File: src/verilog/ser_pkg.sv
package ser_pkg;

  localparam int unsigned DATA_W = 16;
  localparam int unsigned CMD_W  = 4;
  localparam int unsigned LIVE_W = 6;

  // Host command codes, one per register access or action.
  typedef enum logic [3:0] {
    SER_CMD_OPER_COND_RD  = 4'h0,
    SER_CMD_OPER_MASK_WR  = 4'h1,
    SER_CMD_OPER_MASK_RD  = 4'h2,
    SER_CMD_OPER_EVENT_RD = 4'h3,
    SER_CMD_PRESET        = 4'h4,
    SER_CMD_QUES_EVENT_RD = 4'h5,
    SER_CMD_QUES_COND_RD  = 4'h6,
    SER_CMD_QUES_MASK_WR  = 4'h7,
    SER_CMD_QUES_MASK_RD  = 4'h8
  } ser_cmd_t;

  // Field positions of the operation group.
  localparam int unsigned OPER_CC_BIT = 10;
  localparam int unsigned OPER_CV_BIT = 8;

  // Field positions of the questionable group.
  localparam int unsigned QUES_CE_BIT = 13;
  localparam int unsigned QUES_VE_BIT = 12;
  localparam int unsigned QUES_CM_BIT = 1;
  localparam int unsigned QUES_VM_BIT = 0;

  // Writable operation mask bits: weights 1, 32, 256 and 1024, total 1313.
  localparam logic [15:0] OPER_MASK_BITS = 16'h0521;
  // Questionable bits that are latched into the event register.
  localparam logic [15:0] QUES_LATCH_BITS = 16'h3000;
  // Questionable bits that exist at all; every other position reads zero.
  localparam logic [15:0] QUES_MASK_BITS = 16'h3003;

  // Index of each live input inside the synchronised vector.
  localparam int unsigned LIVE_CC = 0;
  localparam int unsigned LIVE_CV = 1;
  localparam int unsigned LIVE_CE = 2;
  localparam int unsigned LIVE_VE = 3;
  localparam int unsigned LIVE_CM = 4;
  localparam int unsigned LIVE_VM = 5;

  // Positions of the summary flags in the status byte.
  localparam int unsigned STB_OPER_BIT = 7;
  localparam int unsigned STB_QUES_BIT = 3;

  localparam logic [15:0] RESET_MASK  = 16'h0000;
  localparam logic [15:0] RESET_EVENT = 16'h0000;
  localparam logic [15:0] RESET_COND  = 16'h0000;

  typedef struct packed {
    logic [5:0]  sync1;
    logic [5:0]  sync2;
    logic [5:0]  prev_live;
    logic [15:0] oper_cond;
    logic [15:0] ques_cond;
    logic [15:0] operation_event_latch;
    logic [15:0] questionable_event_latch;
    logic [15:0] operation_event_mask;
    logic [15:0] questionable_event_mask;
    logic        rsp_valid;
    logic [15:0] rsp_data;
    logic        oper_summary;
    logic        ques_summary;
  } ser_state_t;

endpackage : ser_pkg

File: src/verilog/ser_status_event_reporting.sv
// Function
// - Operation mask gates operation events onto status byte bit 7.
// - Operation summary is OR of masked operation event bits.
// - Operation mask takes weights 1, 32, 256, 1024; reads return it.
// - Operation event register is read-only and latches rising edges until read.
// - Reading operation events returns the value, then clears it.
// - Preset command zeroes both condition registers.
// - Questionable events latch only bits 13 and 12.
// - Questionable mode bits 1 and 0 are never latched, only live.
// - Reading questionable events returns the value, then clears it.
// - Questionable layout: 13 current error, 12 voltage error, 1, 0 modes.
// - Questionable condition register shows live unlatched state; after a preset it reads zero until a pin moves.
// - Both mode bits may be set together while output settles.
// - Questionable mask gates questionable events onto status byte bit 3.
// - Questionable summary is OR of masked questionable event bits.
// - Questionable mask query returns the stored mask.
// - Operation events read zero after a read until a new rising edge.
// - Operation registers: constant current bit 10, constant voltage bit 8.
// - Operation condition register shows live unlatched state; after a preset it reads zero until a pin moves.
`timescale 1ns/1ps
`default_nettype none

module ser_status_event_reporting (
  input  wire logic        ref_clk_i,                // 200 MHz clock
  input  wire logic        rstn_i,                   // Synchronous reset, active low
  input  wire logic        cmd_valid_i,              // Command strobe
  input  wire logic [3:0]  cmd_code_i,               // Command code
  input  wire logic [15:0] cmd_data_i,               // Write data for mask writes
  input  wire logic        constant_current_flag_i,  // Live constant current pin
  input  wire logic        constant_voltage_flag_i,  // Live constant voltage pin
  input  wire logic        current_error_flag_i,     // Live current error pin
  input  wire logic        voltage_error_flag_i,     // Live voltage error pin
  input  wire logic        current_mode_flag_i,      // Live current mode pin
  input  wire logic        voltage_mode_flag_i,      // Live voltage mode pin
  output logic             rsp_valid_o,              // Read answer strobe
  output logic [15:0]      rsp_data_o,               // Read answer data
  output logic             oper_summary_o,           // Status byte bit 7
  output logic             ques_summary_o            // Status byte bit 3
);

  ser_pkg::ser_state_t st;
  ser_pkg::ser_state_t next_st;

  logic [5:0]  live_pins;
  logic [15:0] oper_live;
  logic [15:0] ques_live;
  logic [15:0] oper_rise;
  logic [15:0] ques_rise;
  logic        is_preset;
  logic        rd_oper_evt;
  logic        rd_ques_evt;

  // Operation positions that carry a live condition; the checks below use it.
  localparam logic [15:0] OPER_LIVE_BITS = (16'h0001 << ser_pkg::OPER_CC_BIT)
                                         | (16'h0001 << ser_pkg::OPER_CV_BIT);

  function automatic logic cmd_is(input logic [3:0] code, input ser_pkg::ser_cmd_t which);
    cmd_is = cmd_valid_i && (code == which);
  endfunction : cmd_is

  function automatic logic [15:0] rise_of(input logic [15:0] now_v,
                                          input logic [15:0] old_v);
    rise_of = now_v & ~old_v;
  endfunction : rise_of

  assign live_pins = {voltage_mode_flag_i, current_mode_flag_i, voltage_error_flag_i,
                      current_error_flag_i, constant_voltage_flag_i,
                      constant_current_flag_i};

  assign is_preset   = cmd_is(cmd_code_i, ser_pkg::SER_CMD_PRESET);
  assign rd_oper_evt = cmd_is(cmd_code_i, ser_pkg::SER_CMD_OPER_EVENT_RD);
  assign rd_ques_evt = cmd_is(cmd_code_i, ser_pkg::SER_CMD_QUES_EVENT_RD);

  // Live state mapped onto the register layouts.
  always_comb begin
    oper_live = 16'h0000;
    ques_live = 16'h0000;
    oper_live[ser_pkg::OPER_CC_BIT] = st.sync2[ser_pkg::LIVE_CC];
    oper_live[ser_pkg::OPER_CV_BIT] = st.sync2[ser_pkg::LIVE_CV];
    ques_live[ser_pkg::QUES_CE_BIT] = st.sync2[ser_pkg::LIVE_CE];
    ques_live[ser_pkg::QUES_VE_BIT] = st.sync2[ser_pkg::LIVE_VE];
    ques_live[ser_pkg::QUES_CM_BIT] = st.sync2[ser_pkg::LIVE_CM];
    ques_live[ser_pkg::QUES_VM_BIT] = st.sync2[ser_pkg::LIVE_VM];
  end

  always_comb begin
    next_st = st;
    oper_rise = 16'h0000;
    ques_rise = 16'h0000;

    next_st.sync1     = live_pins;
    next_st.sync2     = st.sync1;
    next_st.prev_live = st.sync2;
    next_st.rsp_valid = 1'b0;

    // Conditions track the pins; after a preset they stay zero until a pin moves.
    if (is_preset) begin
      next_st.oper_cond = ser_pkg::RESET_COND;
      next_st.ques_cond = ser_pkg::RESET_COND;
    end else if (st.sync2 != st.prev_live) begin
      next_st.oper_cond = oper_live;
      next_st.ques_cond = ques_live;
    end

    oper_rise = rise_of(next_st.oper_cond, st.oper_cond);
    ques_rise = rise_of(next_st.ques_cond, st.ques_cond) & ser_pkg::QUES_LATCH_BITS;

    // A read clears the latch, but an edge in the same cycle survives.
    if (rd_oper_evt) begin
      next_st.operation_event_latch = oper_rise;
    end else begin
      next_st.operation_event_latch = st.operation_event_latch | oper_rise;
    end
    if (rd_ques_evt) begin
      next_st.questionable_event_latch = ques_rise;
    end else begin
      next_st.questionable_event_latch = st.questionable_event_latch | ques_rise;
    end

    if (cmd_valid_i) begin
      case (cmd_code_i)
        ser_pkg::SER_CMD_OPER_COND_RD: begin
          next_st.rsp_valid = 1'b1;
          next_st.rsp_data  = st.oper_cond;
        end
        ser_pkg::SER_CMD_OPER_MASK_WR: begin
          next_st.operation_event_mask = cmd_data_i & ser_pkg::OPER_MASK_BITS;
        end
        ser_pkg::SER_CMD_OPER_MASK_RD: begin
          next_st.rsp_valid = 1'b1;
          next_st.rsp_data  = st.operation_event_mask;
        end
        ser_pkg::SER_CMD_OPER_EVENT_RD: begin
          next_st.rsp_valid = 1'b1;
          next_st.rsp_data  = st.operation_event_latch;
        end
        ser_pkg::SER_CMD_QUES_EVENT_RD: begin
          next_st.rsp_valid = 1'b1;
          next_st.rsp_data  = st.questionable_event_latch;
        end
        ser_pkg::SER_CMD_QUES_COND_RD: begin
          next_st.rsp_valid = 1'b1;
          next_st.rsp_data  = st.ques_cond;
        end
        ser_pkg::SER_CMD_QUES_MASK_WR: begin
          // Unused positions are dropped so that they always read back as zero.
          next_st.questionable_event_mask = cmd_data_i & ser_pkg::QUES_MASK_BITS;
        end
        ser_pkg::SER_CMD_QUES_MASK_RD: begin
          next_st.rsp_valid = 1'b1;
          next_st.rsp_data  = st.questionable_event_mask;
        end
        default: begin
          next_st.rsp_valid = 1'b0;
        end
      endcase
    end

    // Summaries are computed from the next values so they match the registers.
    next_st.oper_summary = |(next_st.operation_event_latch
                             & next_st.operation_event_mask);
    next_st.ques_summary = |(next_st.questionable_event_latch
                             & next_st.questionable_event_mask);
  end

  always_ff @(posedge ref_clk_i) begin
    if (!rstn_i) begin
      st <= '0;
    end else begin
      st <= next_st;
    end
  end

  assign rsp_valid_o    = st.rsp_valid;
  assign rsp_data_o     = st.rsp_data;
  assign oper_summary_o = st.oper_summary;
  assign ques_summary_o = st.ques_summary;
endmodule : ser_status_event_reporting

`default_nettype wire

File: config.mk
export PLATFORM = sky130hd
export DESIGN_NAME = ser_status_event_reporting
export DESIGN_NICKNAME = d
export VERILOG_FILES = /design/src/verilog/ser_pkg.sv /design/src/verilog/ser_status_event_reporting.sv
export SDC_FILE = /design/constraint.sdc
export NUM_CORES = 1
export LEC_CHECK = 0
export BUFFER_PORTS_ARGS = -buffer_cell sky130_fd_sc_hd__clkbuf_2
export CORE_MARGIN = 5
export CORE_UTILIZATION = 35
export CTS_CLUSTER_SIZE = 16
export DETAILED_ROUTE_END_ITERATION = 10
export GPL_TIMING_DRIVEN = 0
export SYNTH_ARGS = -nofsm -noshare
export SYNTH_HDL_FRONTEND = slang
export SYNTH_SLANG_ARGS = --single-unit
File: constraint.sdc
create_clock -name ref_clk_i -period 1.8 [get_ports ref_clk_i]
set_input_delay 0 -clock ref_clk_i [delete_from_list [all_inputs] [get_ports ref_clk_i]]
set_output_delay 0 -clock ref_clk_i [all_outputs]
set_load 0.02 [all_outputs]
== Word-level counts from Yosys, hierarchy flattened ==
Cells that the tools add are included.
Widths: inputs -> output; s select.

* Bits in registers: 133
* Input port bits: 29
* Logic and storage cells: 49

* Eq/ne operators: 9
* Mux-type cells: 9
* Bitwise operators: 8
* Reductions and logical operators: 10

{| class="wikitable"
|+ Operators with widths
! operator !! count
|-
| $pmux 16 s6 || 1
|-
| $mux 16 || 4
|-
| $mux 32 || 2
|-
| $mux 49 || 1
|-
| $and 16x16->16 || 3
|-
| $reduce_or 16->1 || 2
|-
| $eq 4x3->1 const B || 4
|-
| $not 16->16 || 1
|-
| $or 16x14->16 || 1
|-
| $or 16x16->16 || 1
|-
| $and 14x14->14 || 1
|-
| $not 14->14 || 1
|-
| $eq 4x2->1 const B || 2
|-
| $ne 6x6->1 || 1
|-
| $reduce_bool 6->1 || 1
|-
| $reduce_or 6->1 || 1
|-
| $eq 4x1->1 const B || 1
|-
| $eq 4x4->1 const B || 1
|-
| $logic_not 4->1 || 1
|-
| $reduce_and 2->1 || 2
|-
| $logic_and 1x1->1 || 3
|-
| $mux 1 || 1
|}

== Depth between registers and ports, before layout ==
* Depth in word-level cells: 8
* Gate-level depth with buffers: 9

== Worst setup path after synthesis ==
Ideal clock, no wire load.

* Path type: register to register
* From: register st, in the netlist next_st[115]
* To: register st, in the netlist ques_summary_o
* Library setup time: 0.120 ns
* Arrival: 1.421 ns
* Data required time: 1.680 ns
* Slack: 0.259 ns
* Cell stages (with the launch flop): 6
* Period minus slack after synthesis: 1.541 ns
* Cells stage by stage: dfxtp_1 > xnor2_1 > nand4_2 > nor2_1 > o21ai_0 > a211o_1

* Cells in the longest elaborated chain, start to end: 8

{| class="wikitable"
|+ Ends and longest elaborated chain
! what !! RTL line !! text
|-
| start, declared || ser_status_event_reporting.sv:41 || <nowiki>ser_pkg::ser_state_t st;</nowiki>
|-
| start signal, assigned || ser_status_event_reporting.sv:170 || <nowiki>st <= next_st;</nowiki>
|-
| $ne 6x6->1 * || ser_status_event_reporting.sv:100 || <nowiki>end else if (st.sync2 != st.prev_live) begin</nowiki>
|-
| $mux 32 * || ser_status_event_reporting.sv:100 ||
|-
| $mux 32 * || ser_status_event_reporting.sv:97 || <nowiki>if (is_preset) begin</nowiki>
|-
| $and 14x14->14 * || ser_status_event_reporting.sv:63 || <nowiki>rise_of = now_v & ~old_v;</nowiki>
|-
| $or 16x14->16 || ser_status_event_reporting.sv:117 || <nowiki>next_st.questionable_event_latch = st.questionable_event_latch | ques_rise;</nowiki>
|-
| $mux 16 * || ser_status_event_reporting.sv:114 || <nowiki>if (rd_ques_evt) begin</nowiki>
|-
| $and 16x16->16 * || ser_status_event_reporting.sv:163 || <nowiki>& next_st.questionable_event_mask);</nowiki>
|-
| $reduce_or 16->1 * || ser_status_event_reporting.sv:162 || <nowiki>next_st.ques_summary = |(next_st.questionable_event_latch</nowiki>
|}

Every way passes the cells marked *; elsewhere a longest branch is shown, timed or not.
A chain may end at the register's enable or synchronous reset.

== Worst setup path in the final report ==
Ends and elaborated chain as after synthesis.

==> impl_metrics.toml <==
[synthesis]
seq_area_frac_synth = 0.5285
synthTopCellsByCount = "dfxtp_1 (131), and2_1 (56), nand2_1 (47), and3_1 (43), a22oi_1 (39)"
netlist_area_mm2 = 0.004962
synth_top_area_share = 0.5285
synth_cells = 501
yosysMostFrequentCell = "dfxtp_1"
synth_edf_count = 0
synth_area_leaders = "dfxtp_1 (53%), and2_1 (7.1%), a22oi_1 (5.9%)"
synth-seq-cells = 131
synth_warnings = 0
yosysUniqueCellTypes = 41
synth_fp_nets = 530
yosys.area.top_type = "dfxtp_1"
avgSynthCellArea_um2 = 9.905
async_flop_share = 0
synth_ff_type = "dfxtp_1"

[placed_design]
preCtsSetupSlack_ns = -0.1411
port_buffers = 37
place_congestion = 0.8526
dp_hpwl_um = 9300
dp.cells = 718
placed_area_mm2 = 0.005373

[worst_setup_path]
crit_arrival_ns = 2.04
cp-end-kind = "flip-flop"
reg2reg_slack_ns = 0.06
cp_max_fo = 10
cp-start-kind = "flip-flop"
reg2reg_depth = 5
r2r-start = "next_st[115]"
path_class = "reg -> reg"
critPathRequiredTime_ns = 2.10
r2r-end = "ques_summary_o"

[floorplanning]
dieWidth_um = 129.1
ioPinCount = 48
start_util = 0.3575
rows = 43
die_h_um = 129.1
die_area_mm2 = 0.01666
design.core.area_mm2 = 0.01388

[clocking]
clockBufferDepth = 2
clk_pin_slew_worst_paths_ns = 0.05
cts-buffers-inserted = 17
clockRootBuffer = "clkbuf_16"
cts_tree = "built"
htree_num_levels = 4
cts_sinks = 131
clock_latency_ns = 0.42

[detailed_routing]
routed_via_density = 5.216
drcViolationCount = 0
drtPass1Iterations = 5
detail_route.iter0.violations = 310
wl_um = 12740
wl_per_cell_um = 16.65
via_count = 3990
drtAntennaViolNets = 0

[timing]
hold_viol = 0
setup_viol = 0
grt_setup_unrepaired = "yes"
finClkSkew_ns = 0.005417
fmax_mhz = 574.8
period_minus_slack_ns = 1.740
min_period_over_period = 0.9665
report.final.slew_viol_count = 0
tightestPinTransition_ns = 0.6504
relSlewSlack = 0.5646
post-route-worst-setup-slack_ns = 0.06037

[power_and_ir_drop]
power_density_mw_per_mm2 = 1130
p_leak_nw = 2.544
ir_worst_vdd_mv = 0.7309

[global_route]
grtUsageMet1 = 0.2164
met3_usage = 0.04988
met2_usage = 0.2445
grt_start_max_net_pins = 17
grt-busiest-layer = "met2"
grt_overflow = 0
grt_usage = 0.1621
antenna_found_initial = 0
grt_pass1_wl_um = 20860
grt_pass1_vias = 3924

[status]
status = "finished clean"

[layout]
fill_cells = 1346
fin_cells = 765
fin_nets = 601
area_delta_synth_final_pct = 23.90
antenna_cells = 0
final_cell_area_mm2 = 0.006148
final_layout_size_suffix_gt1_frac = 0.1932

[min_path]
min_path_cells = 4
hold_end = "rsp_data_o[0]"
min_from = "cmd_valid_i"
hp-class = "in -> reg"

[job]
drv_cap = 0
through the flow:
stage	util	TNS (ns)	total power [W]	hold WS, ns
after floorplan	-	0	0.003272	0.1273
after global placement	0.3871	-0.5429	0.003403	0.2089
after detailed placement	0.3871	-0.6163	0.003409	0.2116
after CTS	0.4429	0	0.006988	0.06062
after global routing	0.4429	-0.7693	0.007186	0.08718
final	0.4429	0	0.006946	0.06860
critical path, stage by stage (launching register included):
cell and delay [ns]:
dfxtp_1 0.38, xnor2_1 0.15, nand4_2 0.25, nor2_2 0.34, o21ai_0 0.20, a211o_1 0.30
final cells by class:
type                       count  area, um^2  share of cell area
sequential                   131        2623              0.4265
multi-input combinational    318        2021              0.3287
clock inverter                 9       125.1             0.02035
buffer                        49       310.3             0.05047
tap                          180       225.2             0.03663
clock buffer                  23       498.0             0.08099
timing repair buffer          52       335.3             0.05454
inverter                       3       11.26            0.001832
cells by family (layout without fill, tap and decap cells):
family	after synthesis	in the layout	share of synthesized area
buf+inv	52	136	0.06480
xor+xnor	6	6	0.01059
mux	7	7	0.01412
simple gates	192	192	0.2249
compound gates	113	113	0.1571
flops	131	131	0.5285
worst max-delay path by stage:
stage | from | endpoint | cells after the start
final | next_st[115] | ques_summary_o | 5
after global routing | next_st[117] | ques_summary_o | 5
after CTS | next_st[115] | ques_summary_o | 5
after detailed placement | cmd_code_i[2] | rsp_data_o[11] | 9
after global placement | cmd_code_i[2] | rsp_data_o[11] | 9
after floorplan | next_st[115] | ques_summary_o | 5
cells in the final DEF (no fill, tap or decap), drive strengths merged:
cell type | netlist | routed
dfxtp | 131 | 131
a221oi | 4 | 4
nor4bb | 1 | 1
a311oi | 1 | 1
nand3 | 3 | 3
and3 | 43 | 43
mux2i | 7 | 7
a211o | 3 | 3
buf | 34 | 34
nor2 | 14 | 14
clkinv | 0 | 4
a21oi | 25 | 25
o2111ai | 2 | 2
bufinv | 0 | 3
nand3b | 3 | 3
nor4b | 2 | 2
xnor2 | 6 | 6
nor3 | 2 | 2
o211ai | 14 | 14
clkbuf | 15 | 75
a31oi | 3 | 3
nor2b | 3 | 3
and2 | 56 | 56
and3b | 1 | 1
inv | 3 | 3
nand2 | 47 | 47
o21a | 1 | 1
a21o | 1 | 1
a22oi | 39 | 39
a22o | 5 | 5
nand4 | 15 | 15
a211oi | 2 | 2
clkinvlp | 0 | 2
dlygate4sd3 | 0 | 15
o21ai | 13 | 13
and4bb | 2 | 2
registers in the layout (all words and copies together) (netlist names):
register / count
st: 100
rsp_data_o: 16
next_st: 12
oper_summary_o: 1
ques_summary_o: 1
rsp_valid_o: 1
power by group:
group          total, W  leakage (nW)  switching (W)  internal (W)
sequential      0.00297          1.06      0.0000236       0.00294
combinational  0.000406          1.18       0.000251      0.000154
clock           0.00357         0.305        0.00122       0.00235
total           0.00695          2.54        0.00150       0.00545
metal layers:
| metal | vias to the layer above | part of all wire |
|---|---|---|
| met1 | 1922 | 0.45 |
| met5 | - | 0 |
| li1 | 1924 | - |
| met2 | 119 | 0.46 |
| met3 | 25 | 0.068 |
| met4 | 0 | 0.026 |
what timing repair did:
action                                  CTS  global route
endpoints found under the setup margin    2            22
hold buffers                             15             0
setup buffers                             0             0
gates resized for setup                   1             0
hold endpoints to repair                 18             0
Note: power is estimated with default switching activity, not from simulation.
